<file path="src/acf_pkg.sv">
// Function
// - One control bit, zero after reset, lets the device restart and end charging on its own.
// - With the pulse enable set, every change of the charge cycle state pulls the adapter-good output low for at least 256 us.
// - With the pulse enable clear, its reset value, state changes give no low pulse.
// - The 4-bit recharge threshold in bits 5:2 means 50 mV plus 50 mV per code below the voltage setpoint.
// - The threshold resets to code 3, 5, 7 or 9 for two, three, four or five cells.
// - The safety timer field sits in bits 1:0, is read/write and resets to code 1 (8 hours).
// - A fault bit sets when its fault is seen and stays set until the host reads the status register.
// - A fault still present during the host read keeps its bit at 1.
// - After one read of a set bit, the bit clears by itself once the fault is gone.
// - The fault register is read-only, resets to zero, bit 7 overvoltage, 5 overcurrent, 3 regulator, others zero.
// - The charge cycle state is three bits with 000 idle up to 111 termination done, 101 and 110 reserved.
// - A safety timer enable, set at reset, turns the timer on; its expiry shows in a read-only status bit.
//   Here the enable follows the safetyTimerEnableIn input and has no reset value of its own.
package acf_pkg;
  localparam logic [7:0] ACF_ADDR_CTRL     = 8'h17;
  localparam logic [7:0] ACF_ADDR_FAULT    = 8'h18;
  localparam int         ACF_BIT_AUTO      = 7;
  localparam int         ACF_BIT_PULSE_EN  = 6;
  localparam int         ACF_RECHG_HI      = 5;
  localparam int         ACF_RECHG_LO      = 2;
  localparam int         ACF_TMR_HI        = 1;
  localparam int         ACF_TMR_LO        = 0;
  localparam int         ACF_BIT_OVP       = 7;
  localparam int         ACF_BIT_OCP       = 5;
  localparam int         ACF_BIT_REGN      = 3;
  localparam logic [1:0] ACF_TMR_RST       = 2'h1;
  localparam logic [7:0] ACF_FAULT_RST     = 8'h00;
  localparam logic [3:0] ACF_RECHG_2S      = 4'h3;
  localparam logic [3:0] ACF_RECHG_3S      = 4'h5;
  localparam logic [3:0] ACF_RECHG_4S      = 4'h7;
  localparam logic [3:0] ACF_RECHG_5S      = 4'h9;
  localparam int         ACF_RECHG_STEP_MV = 50;
  localparam int         ACF_RECHG_OFS_MV  = 50;
  localparam int         ACF_PULSE_US      = 256;
  localparam int         ACF_CLK_MHZ       = 100;
  localparam int         ACF_PULSE_CYC     = ACF_PULSE_US * ACF_CLK_MHZ;
  localparam int         ACF_CNT_W         = $clog2(ACF_PULSE_CYC + 1);
  localparam logic [3:0] ACF_TMR_HOURS_00  = 4'h5;
  localparam logic [4:0] ACF_TMR_HOURS_01  = 5'h08;
  localparam logic [4:0] ACF_TMR_HOURS_10  = 5'h0c;
  localparam logic [4:0] ACF_TMR_HOURS_11  = 5'h18;
  typedef enum logic [1:0] {ACF_CELL2, ACF_CELL3, ACF_CELL4, ACF_CELL5} acf_cells_t;
  typedef enum logic [2:0] {
    ACF_ST_IDLE    = 3'h0,
    ACF_ST_TRICKLE = 3'h1,
    ACF_ST_PRE     = 3'h2,
    ACF_ST_CC      = 3'h3,
    ACF_ST_CV      = 3'h4,
    ACF_ST_RSV1    = 3'h5,
    ACF_ST_RSV2    = 3'h6,
    ACF_ST_DONE    = 3'h7
  } acf_chg_state_t;
endpackage

</file>
<file path="src/acf_regs.sv">
`timescale 1ns/1ps
module acf_regs
  import acf_pkg::*;
#(
  parameter int PULSE_CYC = ACF_PULSE_CYC
) (
  input  wire logic       ref_clk,
  input  wire logic       rst_b,
  input  wire logic [1:0] cellCount,
  input  wire logic [7:0] regAddr,
  input  wire logic       regWrite,
  input  wire logic [7:0] regWdata,
  input  wire logic       regRead,
  output logic [7:0]      regRdata,
  input  wire logic [2:0] chargeCycleState,
  input  wire logic       batteryOvervoltageFault,
  input  wire logic       overcurrentFault,
  input  wire logic       internalRegulatorFault,
  input  wire logic       safetyTimerExpired,
  input  wire logic       safetyTimerEnableIn,
  output logic            autoChargeEnable,
  output logic [3:0]      rechargeThreshold,
  output logic [9:0]      rechargeThresholdMv,
  output logic [1:0]      safetyTimerDuration,
  output logic [4:0]      safetyTimerHours,
  output logic            safetyTimerEnable,
  output logic            safetyTimerStatus,
  output logic            adapterGoodOutputOut,
  output logic            adapterGoodOutputOe
);
  logic                 rstMeta_r;
  logic                 rstSync_r;
  logic                 strapDone_r;
  logic                 strapDone_nxt;
  logic                 auto_r;
  logic                 auto_nxt;
  logic                 pulseEn_r;
  logic                 pulseEn_nxt;
  logic [3:0]           rechg_r;
  logic [3:0]           rechg_nxt;
  logic [1:0]           tmr_r;
  logic [1:0]           tmr_nxt;
  logic [2:0]           stPrev_r;
  logic [ACF_CNT_W-1:0] pulseCnt_r;
  logic [ACF_CNT_W-1:0] pulseCnt_nxt;
  logic [7:0]           rdata_r;
  logic [7:0]           rdata_nxt;
  logic [7:0]           faultVec;
  logic                 faultVecOvp;
  logic                 faultVecOcp;
  logic                 faultVecRegn;
  logic                 faultRead;
  logic [3:0]           strapCode;

  // reset release through two flops; data only flop, no logic on the first
  always_ff @(posedge ref_clk or negedge rst_b) begin
    if (!rst_b) begin
      rstMeta_r <= 1'b0;
      rstSync_r <= 1'b0;
    end else begin
      rstMeta_r <= 1'b1;
      rstSync_r <= rstMeta_r;
    end
  end

  always_comb begin
    case (acf_cells_t'(cellCount))
      ACF_CELL2: strapCode = ACF_RECHG_2S;
      ACF_CELL3: strapCode = ACF_RECHG_3S;
      ACF_CELL4: strapCode = ACF_RECHG_4S;
      ACF_CELL5: strapCode = ACF_RECHG_5S;
      default:   strapCode = ACF_RECHG_2S;
    endcase
  end

  assign faultRead = regRead && (regAddr == ACF_ADDR_FAULT);

  always_comb begin
    auto_nxt      = auto_r;
    pulseEn_nxt   = pulseEn_r;
    rechg_nxt     = rechg_r;
    tmr_nxt       = tmr_r;
    strapDone_nxt = 1'b1;
    // cell-count strap is caught on the first clocked cycle after release
    if (!strapDone_r) begin
      rechg_nxt = strapCode;
    end
    if (regWrite && regAddr == ACF_ADDR_CTRL) begin
      auto_nxt    = regWdata[ACF_BIT_AUTO];
      pulseEn_nxt = regWdata[ACF_BIT_PULSE_EN];
      rechg_nxt   = regWdata[ACF_RECHG_HI:ACF_RECHG_LO];
      tmr_nxt     = regWdata[ACF_TMR_HI:ACF_TMR_LO];
    end
  end

  always_comb begin
    rdata_nxt = rdata_r;
    if (regRead) begin
      case (regAddr)
        ACF_ADDR_CTRL:  rdata_nxt = {auto_r, pulseEn_r, rechg_r, tmr_r};
        ACF_ADDR_FAULT: rdata_nxt = faultVec;
        default:        rdata_nxt = 8'h00;
      endcase
    end
  end

  // pulse timer; a new change reloads it, so back-to-back changes stretch the low time
  always_comb begin
    pulseCnt_nxt = pulseCnt_r;
    if (pulseCnt_r != '0) begin
      pulseCnt_nxt = pulseCnt_r - 1'b1;
    end
    if (pulseEn_r && (chargeCycleState != stPrev_r)) begin
      pulseCnt_nxt = ACF_CNT_W'(PULSE_CYC);
    end
  end

  always_ff @(posedge ref_clk or negedge rstSync_r) begin
    if (!rstSync_r) begin
      auto_r      <= 1'b0;
      pulseEn_r   <= 1'b0;
      rechg_r     <= ACF_RECHG_2S;
      tmr_r       <= ACF_TMR_RST;
      strapDone_r <= 1'b0;
      stPrev_r    <= ACF_ST_IDLE;
      pulseCnt_r  <= '0;
      rdata_r     <= ACF_FAULT_RST;
    end else begin
      auto_r      <= auto_nxt;
      pulseEn_r   <= pulseEn_nxt;
      rechg_r     <= rechg_nxt;
      tmr_r       <= tmr_nxt;
      strapDone_r <= strapDone_nxt;
      stPrev_r    <= chargeCycleState;
      pulseCnt_r  <= pulseCnt_nxt;
      rdata_r     <= rdata_nxt;
    end
  end

  // reserved positions keep the reset pattern, so they always read zero
  always_comb begin
    faultVec               = ACF_FAULT_RST;
    faultVec[ACF_BIT_OVP]  = faultVecOvp;
    faultVec[ACF_BIT_OCP]  = faultVecOcp;
    faultVec[ACF_BIT_REGN] = faultVecRegn;
  end

  acf_fault_bit uOvp (
    .clk     (ref_clk),
    .rstB    (rstSync_r),
    .faultIn (batteryOvervoltageFault),
    .readDone(faultRead),
    .bitOut  (faultVecOvp)
  );
  acf_fault_bit uOcp (
    .clk     (ref_clk),
    .rstB    (rstSync_r),
    .faultIn (overcurrentFault),
    .readDone(faultRead),
    .bitOut  (faultVecOcp)
  );
  acf_fault_bit uRegn (
    .clk     (ref_clk),
    .rstB    (rstSync_r),
    .faultIn (internalRegulatorFault),
    .readDone(faultRead),
    .bitOut  (faultVecRegn)
  );

  always_comb begin
    case (tmr_r)
      2'h0:    safetyTimerHours = {1'b0, ACF_TMR_HOURS_00};
      2'h1:    safetyTimerHours = ACF_TMR_HOURS_01;
      2'h2:    safetyTimerHours = ACF_TMR_HOURS_10;
      default: safetyTimerHours = ACF_TMR_HOURS_11;
    endcase
  end

  // millivolts for the analog side: offset plus one step per code
  assign rechargeThresholdMv  = 10'(ACF_RECHG_OFS_MV) + 10'(ACF_RECHG_STEP_MV) * {6'h00, rechg_r};
  assign autoChargeEnable     = auto_r;
  assign rechargeThreshold    = rechg_r;
  assign safetyTimerDuration  = tmr_r;
  assign safetyTimerEnable    = safetyTimerEnableIn;
  assign safetyTimerStatus    = safetyTimerExpired && safetyTimerEnableIn;
  assign regRdata             = rdata_r;
  // open drain: oe low means pulling low
  assign adapterGoodOutputOut = 1'b0;
  assign adapterGoodOutputOe  = (pulseCnt_r == '0);
endmodule

</file>
<file path="src/acf_fault_bit.sv">
`timescale 1ns/1ps
module acf_fault_bit (
  input  wire logic clk,
  input  wire logic rstB,
  input  wire logic faultIn,
  input  wire logic readDone,
  output logic      bitOut
);
  logic latch_r;
  logic latch_nxt;
  logic seen_r;
  logic seen_nxt;

  always_comb begin
    latch_nxt = latch_r;
    seen_nxt  = seen_r;
    if (readDone && latch_r) begin
      seen_nxt = 1'b1;
    end
    if (seen_r && !faultIn) begin
      latch_nxt = 1'b0;
      seen_nxt  = 1'b0;
    end
    if (readDone && latch_r && !faultIn) begin
      latch_nxt = 1'b0;
      seen_nxt  = 1'b0;
    end
    // a live fault always wins over any clear
    if (faultIn) begin
      latch_nxt = 1'b1;
    end
  end

  always_ff @(posedge clk or negedge rstB) begin
    if (!rstB) begin
      latch_r <= 1'b0;
      seen_r  <= 1'b0;
    end else begin
      latch_r <= latch_nxt;
      seen_r  <= seen_nxt;
    end
  end

  assign bitOut = latch_r;
endmodule

</file>
<file path="config.mk">
export PLATFORM = sky130hd
export DESIGN_NAME = acf_regs
export DESIGN_NICKNAME = d
export VERILOG_FILES = /design/src/acf_pkg.sv /design/src/acf_regs.sv /design/src/acf_fault_bit.sv
export SDC_FILE = /design/constraint.sdc
export NUM_CORES = 1
export LEC_CHECK = 0
export ABC_AREA = 1
export BUFFER_PORTS_ARGS = -buffer_cell sky130_fd_sc_hd__buf_2
export CORE_MARGIN = 3
export CORE_UTILIZATION = 30
export DETAILED_ROUTE_END_ITERATION = 8
export MAX_ROUTING_LAYER = met4
export SLEW_MARGIN = 30
export SYNTH_ARGS = -nofsm -noshare
export SYNTH_HDL_FRONTEND = slang
export SYNTH_SLANG_ARGS = --single-unit
export TNS_END_PERCENT = 5
</file>
<file path="constraint.sdc">
create_clock -name ref_clk -period 3 [get_ports ref_clk]
set_input_delay 0.75 -clock ref_clk [delete_from_list [all_inputs] [get_ports ref_clk]]
set_output_delay 0.75 -clock ref_clk [all_outputs]
set_load 0.1 [all_outputs]
</file>
==> results.py <==
metrics = {
    "status": {
        "status": "finished, violations left",
        "violations": "negative setup slack",
    },
    "timing": {
        "tightestPinTransition_ns": 0.803,
        "setup_violations": 4,
        "layout_setup_ws_ns": -0.274,
        "finalClockSkew_ns": 0.00947,
        "rsz0062_at_grt": "true",
        "slew_headroom_pct": 46.5,
        "finalCritPeriodShare_pct": 109,
        "min_period_ns": 3.27,
        "max_clock_freq_ghz": 0.305,
        "drv_slew": 0,
        "setup_tns_ns": -0.735,
        "hold_viol_final": 0,
    },
    "grt": {
        "antenna_found_initial": 0,
        "grt_pass1_wl_mm": 10.3,
        "overflow": 0,
        "first_global_vias": 2208,
        "grt_usage_pct": 13.1,
        "grt_max_degree": 23,
    },
    "setup_path": {
        "cp_cell_sequence": "ha_4 -> ha_4 -> fa_2 -> xor2_1 -> buf_4 -> nand2_2 -> nor2_4 -> xor2_4 -> buf_12",
        "crit_fanout": 5,
        "worst_path_max_delay_cell": "dfstp_4",
        "crit_path_end_kind": "output port",
        "cp_data_required_time_ns": 2.25,
        "start_kind": "flop",
        "arrival_ns": 2.52,
        "crit_type": "flop to output port",
        "slowest_delay_ns": 0.66,
        "cp_common_cell": "ha_4",
    },
    "synthesis": {
        "seq_area_frac_synth_pct": 41.5,
        "ys_async_sr_fraction_pct": 100,
        "synth_area_leaders": "dfrtp_1, nand2_1, inv_1",
        "syn_area_um2": 2600,
        "synth_cells": 334,
        "synth_area_leader_cell": "dfrtp_1",
        "syn_area_per_cell_um2": 7.80,
        "yosysWarnings": 0,
        "synth.top_cell.area_share_pct": 38.4,
        "synthDistinctLibCells": 32,
        "synth_edf_count": 0,
        "ys_ff_latch": 43,
        "synth_ff_type": "dfrtp_1",
    },
    "cells_and_area": {
        "multiInputGateArea_um2": 1370,
        "diodes": 0,
        "final_cells": 514,
        "nFillCells": 881,
        "syn2layout_area_growth_pct": 29.4,
        "seqCellArea_um2": 1090,
        "final_nets": 452,
        "drive_above_1_share_pct": 29.1,
    },
    "clock_network": {
        "cts_tree": "done",
        "insertion_delay_ns": 0.30,
        "clk_pin_slew_ns": 0.09,
        "cts_htree_levels": 2,
        "cts_root_buf": "clkbuf_8",
        "clockBufferDepth": 2,
        "cts_sinks": 43,
        "cts_made_buffers": 5,
    },
    "floorplan": {
        "io_pins": 64,
        "dieArea_um2": 9830,
        "rows": 33,
        "core_um2": 8340,
        "fp.dieH_um": 99.2,
        "start_util_pct": 31.2,
        "dieWidth_um": 99.2,
    },
    "hold_path": {
        "hp-class": "input pin to async pin",
    },
    "drt": {
        "routed_wl_mm": 5.84,
        "avgRoutedWirePerCell_um": 11.4,
        "drc": 0,
        "drtIter0Drc": 56,
        "via_count": 2242,
        "drtAntennaViolNets": 0,
        "drt_pass1_iterations": 5,
        "viasPerCell": 4.36,
    },
    "pwr": {
        "power.density_nw_per_um2": 720,
        "vdd_drop_max_v": 0.000322,
        "leakage_nw": 1.80,
    },
    "flow_run": {
        "drv_cap": 0,
    },
    "place": {
        "place_inst": 506,
        "post-dp-hpwl_mm": 4.70,
        "gp_congestion": 0.837,
        "io_buffers": 60,
    },
}
## state kept, by name, indices dropped and copies added (netlist names), 2 cells and up
register and count:
pulseCnt_r 15, safetyTimerDuration 2, regRdata 8, stPrev_r 3, rechargeThreshold 4
## layout make-up
type | instances | area share, %
clock buffer | 5 | 2.04
tap | 105 | 3.90
inverter | 61 | 6.95
multi-input combinational | 228 | 40.6
sequential | 43 | 32.3
clock inverter | 3 | 1.37
timing repair buffer | 69 | 12.8
## repair_timing
| item | CTS | global route |
|---|---|---|
| hold buffers | 0 | 0 |
| endpoints found under the setup margin | 4 | 5 |
| resized for setup | 5 | 2 |
| buffers inserted | 0 | 0 |
| pin swaps | 3 | 0 |
| gates cloned | 0 | 0 |
## synthesized netlist by cell type, types with 3 or more instances
master and number:
dfrtp_1 40, nor2_1 34, nand2_2 9, buf_4 5, nand3b_1 5, ha_1 13, dfstp_2 3, a21oi_1 6
nand2_1 82, o21ai_0 4, nand3_2 3, nand3_1 34, o21ai_1 3, xor2_1 10, inv_1 58
## metal layers
metal	up-vias	track usage, %	part of all wire (%)
li1	1169	-	-
met1	1024	16.6	46
met2	47	22.0	50
met3	2	2.31	4.3
met4	0	2.84	0.44
met5	-	-	0
## final timing paths
kind / start / end / slack [ns] / cells past startpoint
min in group ref_clk: rstMeta_r / rstSync_r / 0.36 / 0
max in group asynchronous: rstSync_r / safetyTimerDuration[0] / 1.80 / 1
min: rst_b / rstSync_r / 0.21 / 1
max: rechargeThreshold[0] / rechargeThresholdMv[8] / -0.27 / 9
max reg2reg: pulseCnt_r[0] / pulseCnt_r[10] / 1.41 / 7
min reg2reg: rstSync_r / uOvp.seen_r / 0.34 / 0
## cell usage in the layout, fill, tap and decap left out, types with 2 or more instances in the layout
master    count
nand2_1      79
inv_1        58
buf_2        55
dfrtp_1      39
nand3_1      34
nor2_1       30
nand2_2      11
ha_1         11
buf_4         9
xor2_1        8
a21oi_1       6
nand3b_1      5
conb_1        5
clkbuf_8      5
nor2_2        4
o21ai_0       4
nor2_4        4
buf_12        4
nand3_2       3
o21ai_1       3
nand3_4       2
nor3_2        2
clkinv_1      2
nand4_1       2
o21ai_2       2
ha_4          2
dfstp_4       2
## cells by family (layout without fill, tap and decap cells)
group | after synthesis | count (layout) | synth area share [%]
DFF | 43 | 43 | 41.5
adders and majority gates | 14 | 14 | 7.02
xor gates and xnor gates | 11 | 11 | 3.70
buffers and inverters | 66 | 138 | 10.4
and+or+nand+nor | 180 | 180 | 33.0
AOI/OAI and AO/OA | 18 | 18 | 4.08
other | 2 | 5 | 0.288
## worst max-delay path: cells and delay by family (launching register included)
family,cells,cell delay [ns]
adder cells (fa/ha/maj),3,0.71
XOR/XNOR,2,0.34
AND/OR/NAND/NOR,2,0.19
flip-flops,1,0.66
buffers and inverters,2,0.33
## power breakdown
part           switching, mW  internal, mW
logic                  0.789         0.402
clock network          0.214         0.251
registers             0.0966         0.673
## metrics by stage
step	utilization, %	total power [mW]	worst slack (ns)	instance area [um2]	hold slack, ns
2_1_floorplan	-	1.67	-0.540	2720	0.331
3_3_place_gp	38.7	1.92	-0.0281	3230	0.335
3_5_place_dp	38.7	1.94	-0.0445	3230	0.338
4_1_cts	40.3	2.45	-0.297	3360	0.205
5_1_grt	40.4	2.59	-0.357	3370	0.199
6_report	40.4	2.43	-0.274	3370	0.214
(Power assumes the default switching activity.)
